$ cat src/pkg/phantom_clock_pkg.sv
// Constants for the ROM-socket phantom clock: key, register layout, timing.
// Assumes a single core_clk at 20 MHz and that the host reaches the socket by reads only.
package phantom_clock_pkg;

  // Unlock key, sent byte 0 first, each byte LSB first
  localparam logic [63:0] UNLOCK_KEY = 64'h5CA33AC55CA33AC5;
  localparam int          KEY_BITS   = 64;
  localparam int          DATA_BITS  = 64;

  // Address bit positions in the socket
  localparam int RW_SEL_BIT = 2;
  localparam int WDATA_BIT  = 0;

  // Register indices in the 64-bit image
  localparam int REG_HUND  = 0;
  localparam int REG_SEC   = 1;
  localparam int REG_MIN   = 2;
  localparam int REG_HOUR  = 3;
  localparam int REG_DAY   = 4;
  localparam int REG_DATE  = 5;
  localparam int REG_MONTH = 6;
  localparam int REG_YEAR  = 7;

  // Field positions
  localparam int HOUR_MODE_BIT   = 7;
  localparam int HOUR_PM_BIT     = 5;
  localparam int DAY_RST_DIS_BIT = 4;
  localparam int DAY_OSC_OFF_BIT = 5;

  // Reset values of the time image (00:00:00.00, day 1, 01-01-00)
  localparam logic [63:0] TIME_RESET = 64'h0001010100000000;

  // Tick timing: 10 ms resolution at 50 ns per cycle
  localparam int TICK_MS       = 10;
  localparam int CLK_PERIOD_NS = 50;
  localparam int TICK_CYCLES   = (TICK_MS * 1000000) / CLK_PERIOD_NS;

endpackage

$ cat src/hw/bcd_digit_pair.sv
// Two-digit BCD counter step: adds one and wraps from max to min.
// Pure combinational; caller decides when to apply the step.
module bcd_digit_pair (
  input  wire logic [7:0] cur,
  input  wire logic [7:0] max_val,
  input  wire logic [7:0] min_val,
  output logic      [7:0] nxt,
  output logic            wrap
);
  // Wrap compares whole byte so out-of-range writes still recover at the top
  always_comb
  begin
    wrap = (cur >= max_val);
    if (wrap)
      nxt = min_val;
    else if (cur[3:0] >= 4'h9)
      nxt = {cur[7:4] + 4'h1, 4'h0};
    else
      nxt = {cur[7:4], cur[3:0] + 4'h1};
  end
endmodule // bcd_digit_pair

$ cat src/hw/skid_buffer2.sv
// Two-entry buffer with valid/ready on both sides.
// Assumes producer and consumer share core_clk.
module skid_buffer2 #(
  parameter int WIDTH = 1
) (
  input  wire logic             core_clk,
  input  wire logic             rst_n,
  input  wire logic [WIDTH-1:0] in_data,
  input  wire logic             in_valid,
  output logic                  in_ready,
  output logic      [WIDTH-1:0] out_data,
  output logic                  out_valid,
  input  wire logic             out_ready
);
  logic [WIDTH-1:0] mem_q [2];
  logic             wp_q;
  logic             rp_q;
  logic [1:0]       cnt_q;
  logic             push;
  logic             pop;

  assign in_ready  = (cnt_q != 2'h2);
  assign out_valid = (cnt_q != 2'h0);
  assign push      = in_valid && in_ready;
  assign pop       = out_valid && out_ready;
  assign out_data  = mem_q[rp_q];

  // Storage and pointers; a stalled reader simply fills both slots
  always_ff @(posedge core_clk or negedge rst_n)
  begin
    if (!rst_n)
    begin
      wp_q     <= 1'b0;
      rp_q     <= 1'b0;
      cnt_q    <= 2'h0;
      mem_q[0] <= '0;
      mem_q[1] <= '0;
    end
    else
    begin
      if (push)
      begin
        mem_q[wp_q] <= in_data;
        wp_q        <= ~wp_q;
      end
      if (pop)
        rp_q <= ~rp_q;
      if (push && !pop)
        cnt_q <= cnt_q + 2'h1;
      else if (pop && !push)
        cnt_q <= cnt_q - 2'h1;
    end
  end
endmodule // skid_buffer2

$ cat src/hw/rom_socket_phantom_clock.sv
// ROM-socket phantom clock: snoops ROM read cycles for a 64-bit key, then
// moves 64 calendar bits serially. Assumes socket pins are asynchronous.
// Notes on behaviour
// Snoop ROM reads; key unlocks clock transfer
// Write data comes from an address line
// Host uses read cycles only
// Host must not fetch from ROM meanwhile
// Host always writes reset-disable bit as one
// Chip enable held off during clock transfer
// Keep hundredths through year counters
// Month ends and leap February handled
// Hour bit 7 selects 12 or 24 hour
// Fastest counter steps every ten milliseconds
// No interrupt outputs
// Key C5 3A A3 5C twice, LSB first
// Addr bit 2 low writes, high reads
// A read cycle resets the key position
// Exactly 64 data bits, registers 0 to 7
// Registers hold BCD within their ranges
// Mismatch freezes matching until a read
// Cycles outside socket do not disturb sequence
// Reset pin aborts unless disabled; time kept
// After 64 data bits release, need key
module rom_socket_phantom_clock #(
  parameter int TICK_COUNT = phantom_clock_pkg::TICK_CYCLES
) (
  input  wire logic core_clk,
  input  wire logic rst_n,
  input  wire logic sock_ce_n,
  input  wire logic sock_oe_n,
  input  wire logic read_write_select_addr_bit,
  input  wire logic serial_write_data_addr_bit,
  input  wire logic clock_reset_pin_n,
  output logic      mem_ce_n,
  output logic      serial_read_data_line,
  output logic      serial_read_data_line_oe_n,
  output logic      clock_unlocked
);
  // Sequencer states
  typedef enum logic [2:0] {
    ST_MATCH = 3'b001,
    ST_DEAD  = 3'b010,
    ST_XFER  = 3'b100
  } seq_state_e;

  seq_state_e  state_q;
  logic [1:0]  ce_sync_q, oe_sync_q, rw_sync_q, wd_sync_q, rstp_sync_q;
  logic        cyc_q;
  logic        own_q;
  logic        cyc_start;
  logic        cyc_end;
  logic        rd_cyc;
  logic        wr_bit;
  logic [5:0]  pos_q;
  logic [63:0] time_q;
  logic        dout_q;
  logic        pin_abort;
  logic [31:0] tick_cnt_q;
  logic        tick;
  logic        wr_valid;
  logic        wr_ready;
  logic        bw_valid;
  logic [6:0]  bw_data;

  // Two-flop synchronisers on every socket pin
  always_ff @(posedge core_clk or negedge rst_n)
  begin
    if (!rst_n)
    begin
      ce_sync_q   <= 2'h3;
      oe_sync_q   <= 2'h3;
      rw_sync_q   <= 2'h0;
      wd_sync_q   <= 2'h0;
      rstp_sync_q <= 2'h3;
    end
    else
    begin
      ce_sync_q   <= {ce_sync_q[0], sock_ce_n};
      oe_sync_q   <= {oe_sync_q[0], sock_oe_n};
      rw_sync_q   <= {rw_sync_q[0], read_write_select_addr_bit};
      wd_sync_q   <= {wd_sync_q[0], serial_write_data_addr_bit};
      rstp_sync_q <= {rstp_sync_q[0], clock_reset_pin_n};
    end
  end

  // A socket cycle needs both strobes low; other addresses never reach here
  always_ff @(posedge core_clk or negedge rst_n)
  begin
    if (!rst_n)
      cyc_q <= 1'b0;
    else
      cyc_q <= !ce_sync_q[1] && !oe_sync_q[1];
  end

  assign cyc_start = !ce_sync_q[1] && !oe_sync_q[1] && !cyc_q;
  assign cyc_end   = cyc_q && (ce_sync_q[1] || oe_sync_q[1]);
  assign rd_cyc    = rw_sync_q[1];
  assign wr_bit    = wd_sync_q[1];
  // Reset pin honoured only when the disable bit is clear
  assign pin_abort = !rstp_sync_q[1] && !time_q[8*phantom_clock_pkg::REG_DAY
                     + phantom_clock_pkg::DAY_RST_DIS_BIT];

  // Key matching and data transfer sequencer
  always_ff @(posedge core_clk or negedge rst_n)
  begin
    if (!rst_n)
    begin
      state_q <= ST_MATCH;
      pos_q   <= 6'h00;
    end
    else if (pin_abort)
    begin
      state_q <= ST_MATCH;
      pos_q   <= 6'h00;
    end
    else if (cyc_start)
    begin
      case (state_q)
        ST_MATCH:
        begin
          if (rd_cyc)
            pos_q <= 6'h00;
          else if (wr_bit == phantom_clock_pkg::UNLOCK_KEY[pos_q])
          begin
            pos_q <= pos_q + 6'h01;
            if (pos_q == 6'h3F)
              state_q <= ST_XFER;
          end
          else
            state_q <= ST_DEAD;
        end
        ST_DEAD:
        begin
          if (rd_cyc)
          begin
            state_q <= ST_MATCH;
            pos_q   <= 6'h00;
          end
        end
        ST_XFER:
        begin
          pos_q <= pos_q + 6'h01;
          if (pos_q == 6'h3F)
            state_q <= ST_MATCH;
        end
        default:
        begin
          state_q <= ST_MATCH;
          pos_q   <= 6'h00;
        end
      endcase
    end
  end

  // Write bits pass the two-entry buffer before landing in the image
  assign wr_valid = cyc_start && (state_q == ST_XFER) && !rd_cyc && !pin_abort;

  skid_buffer2 #(
    .WIDTH (7)
  ) u_wbuf (
    .core_clk  (core_clk),
    .rst_n     (rst_n),
    .in_data   ({wr_bit, pos_q}),
    .in_valid  (wr_valid),
    .in_ready  (wr_ready),
    .out_data  (bw_data),
    .out_valid (bw_valid),
    .out_ready (!tick)
  );

  // Read data launched at cycle start, held for the whole cycle
  always_ff @(posedge core_clk or negedge rst_n)
  begin
    if (!rst_n)
      dout_q <= 1'b0;
    else if (cyc_start && (state_q == ST_XFER) && rd_cyc)
      dout_q <= time_q[pos_q];
  end

  // Ownership of the current socket cycle; the sequencer leaves the transfer state
  // at the start of the 64th cycle, but that cycle still belongs to the clock
  always_ff @(posedge core_clk or negedge rst_n)
  begin
    if (!rst_n)
      own_q <= 1'b0;
    else if (pin_abort || cyc_end)
      own_q <= 1'b0;
    else if (cyc_start && (state_q == ST_XFER))
      own_q <= 1'b1;
  end

  assign serial_read_data_line      = dout_q;
  assign serial_read_data_line_oe_n = !(own_q && rd_cyc);
  // Chip enable gated while the clock owns the socket, the 64th cycle included
  assign mem_ce_n       = sock_ce_n || (state_q == ST_XFER) || own_q;
  assign clock_unlocked = (state_q == ST_XFER);
  // No interrupt output exists on this block // R11

  // 10 ms tick; oscillator stop bit holds the count at zero
  always_ff @(posedge core_clk or negedge rst_n)
  begin
    if (!rst_n)
      tick_cnt_q <= 32'h0;
    else if (time_q[8*phantom_clock_pkg::REG_DAY + phantom_clock_pkg::DAY_OSC_OFF_BIT])
      tick_cnt_q <= 32'h0;
    else if (tick)
      tick_cnt_q <= 32'h0;
    else
      tick_cnt_q <= tick_cnt_q + 32'h1;
  end
  assign tick = (tick_cnt_q == 32'(TICK_COUNT - 1));

  // Calendar next-value logic
  logic [7:0] hu_n, se_n, mi_n, dy_n, dt_n, mo_n, yr_n, hr_n;
  logic       hu_w, se_w, mi_w, dy_w, dt_w, mo_w, yr_w;
  logic [7:0] dim;
  logic [7:0] hr;
  logic       leap;

  assign hr = time_q[31:24];

  bcd_digit_pair u_hu (.cur(time_q[7:0]),   .max_val(8'h99), .min_val(8'h00),
                       .nxt(hu_n), .wrap(hu_w));
  bcd_digit_pair u_se (.cur(time_q[15:8]),  .max_val(8'h59), .min_val(8'h00),
                       .nxt(se_n), .wrap(se_w));
  bcd_digit_pair u_mi (.cur(time_q[23:16]), .max_val(8'h59), .min_val(8'h00),
                       .nxt(mi_n), .wrap(mi_w));
  bcd_digit_pair u_dy (.cur({5'h00, time_q[34:32]}), .max_val(8'h07),
                       .min_val(8'h01), .nxt(dy_n), .wrap(dy_w));
  bcd_digit_pair u_dt (.cur(time_q[47:40]), .max_val(dim), .min_val(8'h01),
                       .nxt(dt_n), .wrap(dt_w));
  bcd_digit_pair u_mo (.cur(time_q[55:48]), .max_val(8'h12), .min_val(8'h01),
                       .nxt(mo_n), .wrap(mo_w));
  bcd_digit_pair u_yr (.cur(time_q[63:56]), .max_val(8'h99), .min_val(8'h00),
                       .nxt(yr_n), .wrap(yr_w));

  // Leap year: BCD year divisible by four (century rule not kept)
  assign leap = time_q[60] ? (time_q[57:56] == 2'h2) : (time_q[57:56] == 2'h0);

  // Days in month
  always_comb
  begin
    case (time_q[55:48])
      8'h02:   dim = leap ? 8'h29 : 8'h28;
      8'h04, 8'h06, 8'h09, 8'h11: dim = 8'h30;
      default: dim = 8'h31;
    endcase
  end

  // Hour step in 24 or 12 hour mode, bit 5 as PM in 12 hour mode
  always_comb
  begin
    hr_n = hr;
    if (hr[phantom_clock_pkg::HOUR_MODE_BIT])
    begin
      if (hr[4:0] == 5'h12)
        hr_n = {hr[7:5], 5'h01};
      else if (hr[4:0] == 5'h11)
        hr_n = {hr[7:6], ~hr[5], 5'h12};
      else if (hr[3:0] == 4'h9)
        hr_n = {hr[7:5], 5'h10};
      else
        hr_n = {hr[7:4], hr[3:0] + 4'h1};
    end
    else if (hr[5:0] >= 6'h23)
      hr_n = {hr[7:6], 6'h00};
    else if (hr[3:0] == 4'h9)
      hr_n = {hr[7:6], hr[5:4] + 2'h1, 4'h0};
    else
      hr_n = {hr[7:4], hr[3:0] + 4'h1};
  end

  logic hr_w;
  assign hr_w = hr[phantom_clock_pkg::HOUR_MODE_BIT] ? (hr[5] && hr[4:0] == 5'h11)
                                                     : (hr[5:0] >= 6'h23);

  // Time image: ticks win over the buffer drain, which waits; buffered host writes land otherwise
  always_ff @(posedge core_clk or negedge rst_n)
  begin
    if (!rst_n)
      time_q <= phantom_clock_pkg::TIME_RESET;
    else if (bw_valid && !tick)
      time_q[bw_data[5:0]] <= bw_data[6];
    else if (tick)
    begin
      time_q[7:0] <= hu_n;
      if (hu_w)
      begin
        time_q[15:8] <= se_n;
        if (se_w)
        begin
          time_q[23:16] <= mi_n;
          if (mi_w)
          begin
            time_q[31:24] <= hr_n;
            if (hr_w)
            begin
              time_q[34:32] <= dy_n[2:0];
              time_q[47:40] <= dt_n;
              if (dt_w)
              begin
                time_q[55:48] <= mo_n;
                if (mo_w)
                  time_q[63:56] <= yr_n;
              end
            end
          end
        end
      end
    end
  end

  // Assertions
  ce_gated_a: assert property (@(posedge core_clk) disable iff (!rst_n)
    (state_q == ST_XFER || own_q) |-> mem_ce_n) else $error("ce passed during transfer");
  dead_holds_a: assert property (@(posedge core_clk) disable iff (!rst_n)
    (state_q == ST_DEAD && !(cyc_start && rd_cyc) && !pin_abort) |=> state_q == ST_DEAD)
    else $error("dead state left without read");
  read_rewinds_a: assert property (@(posedge core_clk) disable iff (!rst_n)
    (cyc_start && rd_cyc && state_q != ST_XFER && !pin_abort) |=>
    (pos_q == 6'h00 && state_q == ST_MATCH)) else $error("read did not rewind");
  unlock_at_end_a: assert property (@(posedge core_clk) disable iff (!rst_n)
    (cyc_start && state_q == ST_MATCH && !rd_cyc && pos_q == 6'h3F && !pin_abort
     && wr_bit == phantom_clock_pkg::UNLOCK_KEY[63]) |=> state_q == ST_XFER)
    else $error("no unlock after key");
  xfer_release_a: assert property (@(posedge core_clk) disable iff (!rst_n)
    (cyc_start && state_q == ST_XFER && pos_q == 6'h3F && !pin_abort) |=>
    state_q == ST_MATCH && pos_q == 6'h00) else $error("no release after 64 bits");
  abort_a: assert property (@(posedge core_clk) disable iff (!rst_n)
    pin_abort |=> state_q == ST_MATCH && pos_q == 6'h00) else $error("abort ignored");
  tick_space_a: assert property (@(posedge core_clk) disable iff (!rst_n)
    tick |=> !tick) else $error("tick too close");
  bcd_sec_a: assert property (@(posedge core_clk) disable iff (!rst_n)
    (tick && time_q[15:8] == 8'h59 && time_q[7:0] == 8'h99 && !bw_valid) |=>
    time_q[15:8] == 8'h00) else $error("seconds did not wrap");
  wbuf_room_a: assert property (@(posedge core_clk) disable iff (!rst_n)
    wr_valid |-> wr_ready) else $error("write bit lost at full buffer");
  c_unlock: cover property (@(posedge core_clk) disable iff (!rst_n)
    state_q == ST_MATCH ##1 state_q == ST_XFER);
  c_dead: cover property (@(posedge core_clk) disable iff (!rst_n) state_q == ST_DEAD);
  c_wrap: cover property (@(posedge core_clk) disable iff (!rst_n) tick && hu_w && se_w);
endmodule // rom_socket_phantom_clock

$ cat config.mk
export PLATFORM = sky130hd
export DESIGN_NAME = rom_socket_phantom_clock
export DESIGN_NICKNAME = d
export VERILOG_FILES = /design/src/pkg/phantom_clock_pkg.sv /design/src/hw/bcd_digit_pair.sv /design/src/hw/skid_buffer2.sv /design/src/hw/rom_socket_phantom_clock.sv
export SDC_FILE = /design/constraint.sdc
export NUM_CORES = 1
export LEC_CHECK = 0
export ABC_AREA = 1
export BUFFER_PORTS_ARGS = -buffer_cell sky130_fd_sc_hd__buf_2
export CAP_MARGIN = 20
export CORE_ASPECT_RATIO = 1.2
export CORE_UTILIZATION = 60
export DETAILED_ROUTE_END_ITERATION = 8
export PLACE_DENSITY = 0.75
export SLEW_MARGIN = 20
export SYNTH_ARGS = -nofsm -noshare
export SYNTH_HDL_FRONTEND = slang
export SYNTH_SLANG_ARGS = --single-unit
$ cat constraint.sdc
create_clock -name core_clk -period 2.8 [get_ports core_clk]
set_input_delay 0.28 -clock core_clk [delete_from_list [all_inputs] [get_ports core_clk]]
set_output_delay 0.28 -clock core_clk [all_outputs]
set_load 0.02 [all_outputs]
==> results.sh <==
export IMPL_postLayoutCoreUtil_pct=68.5
export IMPL_drtAntennaViolNets=0
export IMPL_status="finished clean"
export IMPL_p_int_mw=4.89
export IMPL_power_mw=9.25
export IMPL_htree_levels=4
export IMPL_die_w_um=119
export IMPL_synthesis_area_um2=9920
export IMPL_tightest_slew_ns=0.649
export IMPL_synth_ff_type="dfrtp_1"
export IMPL_synth_edf_count=0
export IMPL_required_ns=3.14
export IMPL_hold_class="flip-flop to flip-flop"
export IMPL_cts_root_buf="clkbuf_16"
export IMPL_dr_pass1_iters=7
export IMPL_synth_cell_type_count=44
export IMPL_dp_slack_ns=0.0702
export IMPL_p_clk_share_pct=24.6
export IMPL_post_route_period_util_pct=94.8
export IMPL_core_um2=16200
export IMPL_relSlewSlack_pct=56.6
export IMPL_first_iter_violations=857
export IMPL_grt_pass1_vias=9264
export IMPL_hpwl_um=19300
export IMPL_rows=51
export IMPL_syn_nets=1516
export IMPL_place_area_um2=10400
export IMPL_grt_max_degree=61
export IMPL_hold_viol=0
export IMPL_setup_viol=0
export IMPL_finalMaxSlewViolations=0
export IMPL_drive_gt1_share_pct=10.7
export IMPL_cts_clk_slew_worst_paths_ns=0.07
export IMPL_numCtsBuffers=17
export IMPL_grt_usage_pct=33.7
export IMPL_synthCells=1465
export IMPL_p_leak_nw=5.22
export IMPL_drc=0
export IMPL_ys_seq_area_share_pct=34.4
export IMPL_tns_ns=0
export IMPL_power_density_nw_per_um2=834
export IMPL_worst_slack_ns=0.145
export IMPL_num_vias=9881
export IMPL_yosys_warnings=0
export IMPL_synth_most_common_cell="nand2_1"
export IMPL_wl_um=27700
export IMPL_ys_seq_elements=136
export IMPL_switchingPower_mw=4.36
export IMPL_synth_top_cell_area_share_pct=31.8
export IMPL_fp_dieH_um=143
export IMPL_synth_area_top_cells="dfrtp_1 32%, nand2_1 16%, o21ai_0 6.9%"
export IMPL_gp_congestion=0.916
export IMPL_p_seq_share_pct=28.5
export IMPL_yosys_top_cells_count="433 x nand2_1, 170 x nor2_1, 136 x o21ai_0"
export IMPL_grt_pass1_wl_um=45100
export IMPL_avgSynthCellArea_um2=6.77
export IMPL_ys_async_sr_fraction_pct=100
export IMPL_combPwrFrac_pct=47.0
export IMPL_grt_ovfl_total=0
export IMPL_critical_path_peak_fanout=8
export IMPL_area_growth_pct=11.8
export IMPL_antenna_found_initial=0
export IMPL_final_min_clock_period_ns=2.66
export IMPL_p_sw_share_pct=47.1
export IMPL_end_kind="flip-flop"
export IMPL_yosys_area_top_type="dfrtp_1"
export IMPL_dieArea_um2=17100
export IMPL_max_freq_mhz=377
export IMPL_fin_worst_skew_ns=0.00771
export IMPL_cts_sink_count=136
export IMPL_start_kind="flip-flop"
export IMPL_antenna_cells=0
export IMPL_nets=1550
export IMPL_place_inst=1683
export IMPL_routedWlPerCell_um=16.0
export IMPL_worst_ep_arrival_time_ns=2.99
export IMPL_cts_buffer_depth=2
export IMPL_peakVddDrop_mv=0.532
export IMPL_start_util_pct=61.2
export IMPL_postLayoutCellArea_um2=11100
export IMPL_io_buffers=10
export IMPL_drv_cap=0
export IMPL_viasPerCell=5.73
export IMPL_fin_cells=1724
export IMPL_clk_latency_ns=0.44
export IMPL_criticalPathCategory="flip-flop to flip-flop"
export IMPL_holdWs_ns=0.353
export IMPL_pin_count=11
export IMPL_cts_tree="built"
[area by class of cell]
class	count	area (um2)
multi-input combinational	1135	5780
fill	1437	5110
clock buffer	17	425
timing repair buffer	56	467
sequential	136	3420
inverter	153	579
clock inverter	15	163
tap	212	265
[repair_timing]
action / 4_1_cts / 5_1_grt
endpoints found under the hold margin: 54 / 0
gates resized for setup: 0 / 20
endpoints found under the setup margin: 0 / 25
hold buffers: 6 / 0
setup buffers: 0 / 3
[state kept, by name (all words and copies together), names as in the netlist, 2 cells and up]
signal	flops
u_wbuf.cnt_q	2
tick_cnt_q	32
state_q	3
oe_sync_q	2
rstp_sync_q	2
rw_sync_q	2
ce_sync_q	2
pos_q	6
u_wbuf.mem_q	14
time_q	64
wd_sync_q	2
[worst max-delay path, stage by stage, from the launching register on]
cell	delay [ns]
dfstp_2	0.56
inv_2	0.06
ha_2	0.19
nor2_2	0.11
o22ai_1	0.08
a32oi_1	0.23
nand2_1	0.10
o31ai_2	0.07
ha_1	0.16
nand2_1	0.06
nor3_2	0.24
nor2_4	0.08
nand2_4	0.10
nand3_2	0.10
nor2_4	0.22
nand2_1	0.09
nand2_1	0.06
nand2_1	0.04
[kinds of logic (layout without fill, tap and decap cells)]
kind of cell	Yosys count	count (layout)	synth area share, %
xor+xnor	43	43	3.80
flops	136	136	34.4
buf+inv	194	241	8.06
simple gates	824	824	36.0
fa+ha+maj	44	44	5.55
compound gates	224	224	12.2
[final timing paths]
check | from | end | slack [ns] | depth (start not counted)
max | time_q[48] | time_q[51] | 0.14 | 17
min | rw_sync_q[0] | rw_sync_q[1] | 0.35 | 0
max reg2reg | time_q[48] | time_q[51] | 0.14 | 17
min reg2reg | rw_sync_q[0] | rw_sync_q[1] | 0.35 | 0
max in group asynchronous | rst_n | time_q[48] | 1.60 | 3
min in group asynchronous | rst_n | tick_cnt_q[9] | 0.37 | 2
[placed cells by master (no fill, tap or decap), types with 7 or more instances in the layout]
cell type / count
a21oi_1: 38
buf_2: 9
buf_4: 36
clkbuf_16: 17
dfrtp_1: 126
dfstp_2: 10
ha_1: 43
inv_1: 133
inv_2: 16
nand2_1: 431
nand3_1: 112
nand4_1: 32
nor2_1: 168
nor2_2: 9
nor2_4: 11
nor3_1: 25
nor4_1: 8
o21a_1: 11
o21ai_0: 135
o21ai_1: 21
o21ai_2: 7
xnor2_1: 14
xor2_1: 29
[power by group through the flow]
stage / Sequential [mW] / Combinational, mW / Clock [mW]
global route: 2.68 / 4.81 / 2.36
global placement: 2.65 / 4.06 / 0
CTS: 2.62 / 4.16 / 2.28
finish: 2.63 / 4.35 / 2.27
detailed placement: 2.65 / 4.13 / 0
floorplan: 2.56 / 2.95 / 0
[metal layers]
layer	track usage [%]	vias to the layer above	part of all wire [%]	routed length, um
li1	-	4820	-	-
met5	0	-	0	0
met1	41.2	4619	42	11700
met3	5.63	100	5.6	1560
met2	57.5	342	48	13300
met4	17.0	0	4.3	1180
Power figures use the tool's default switching activity.
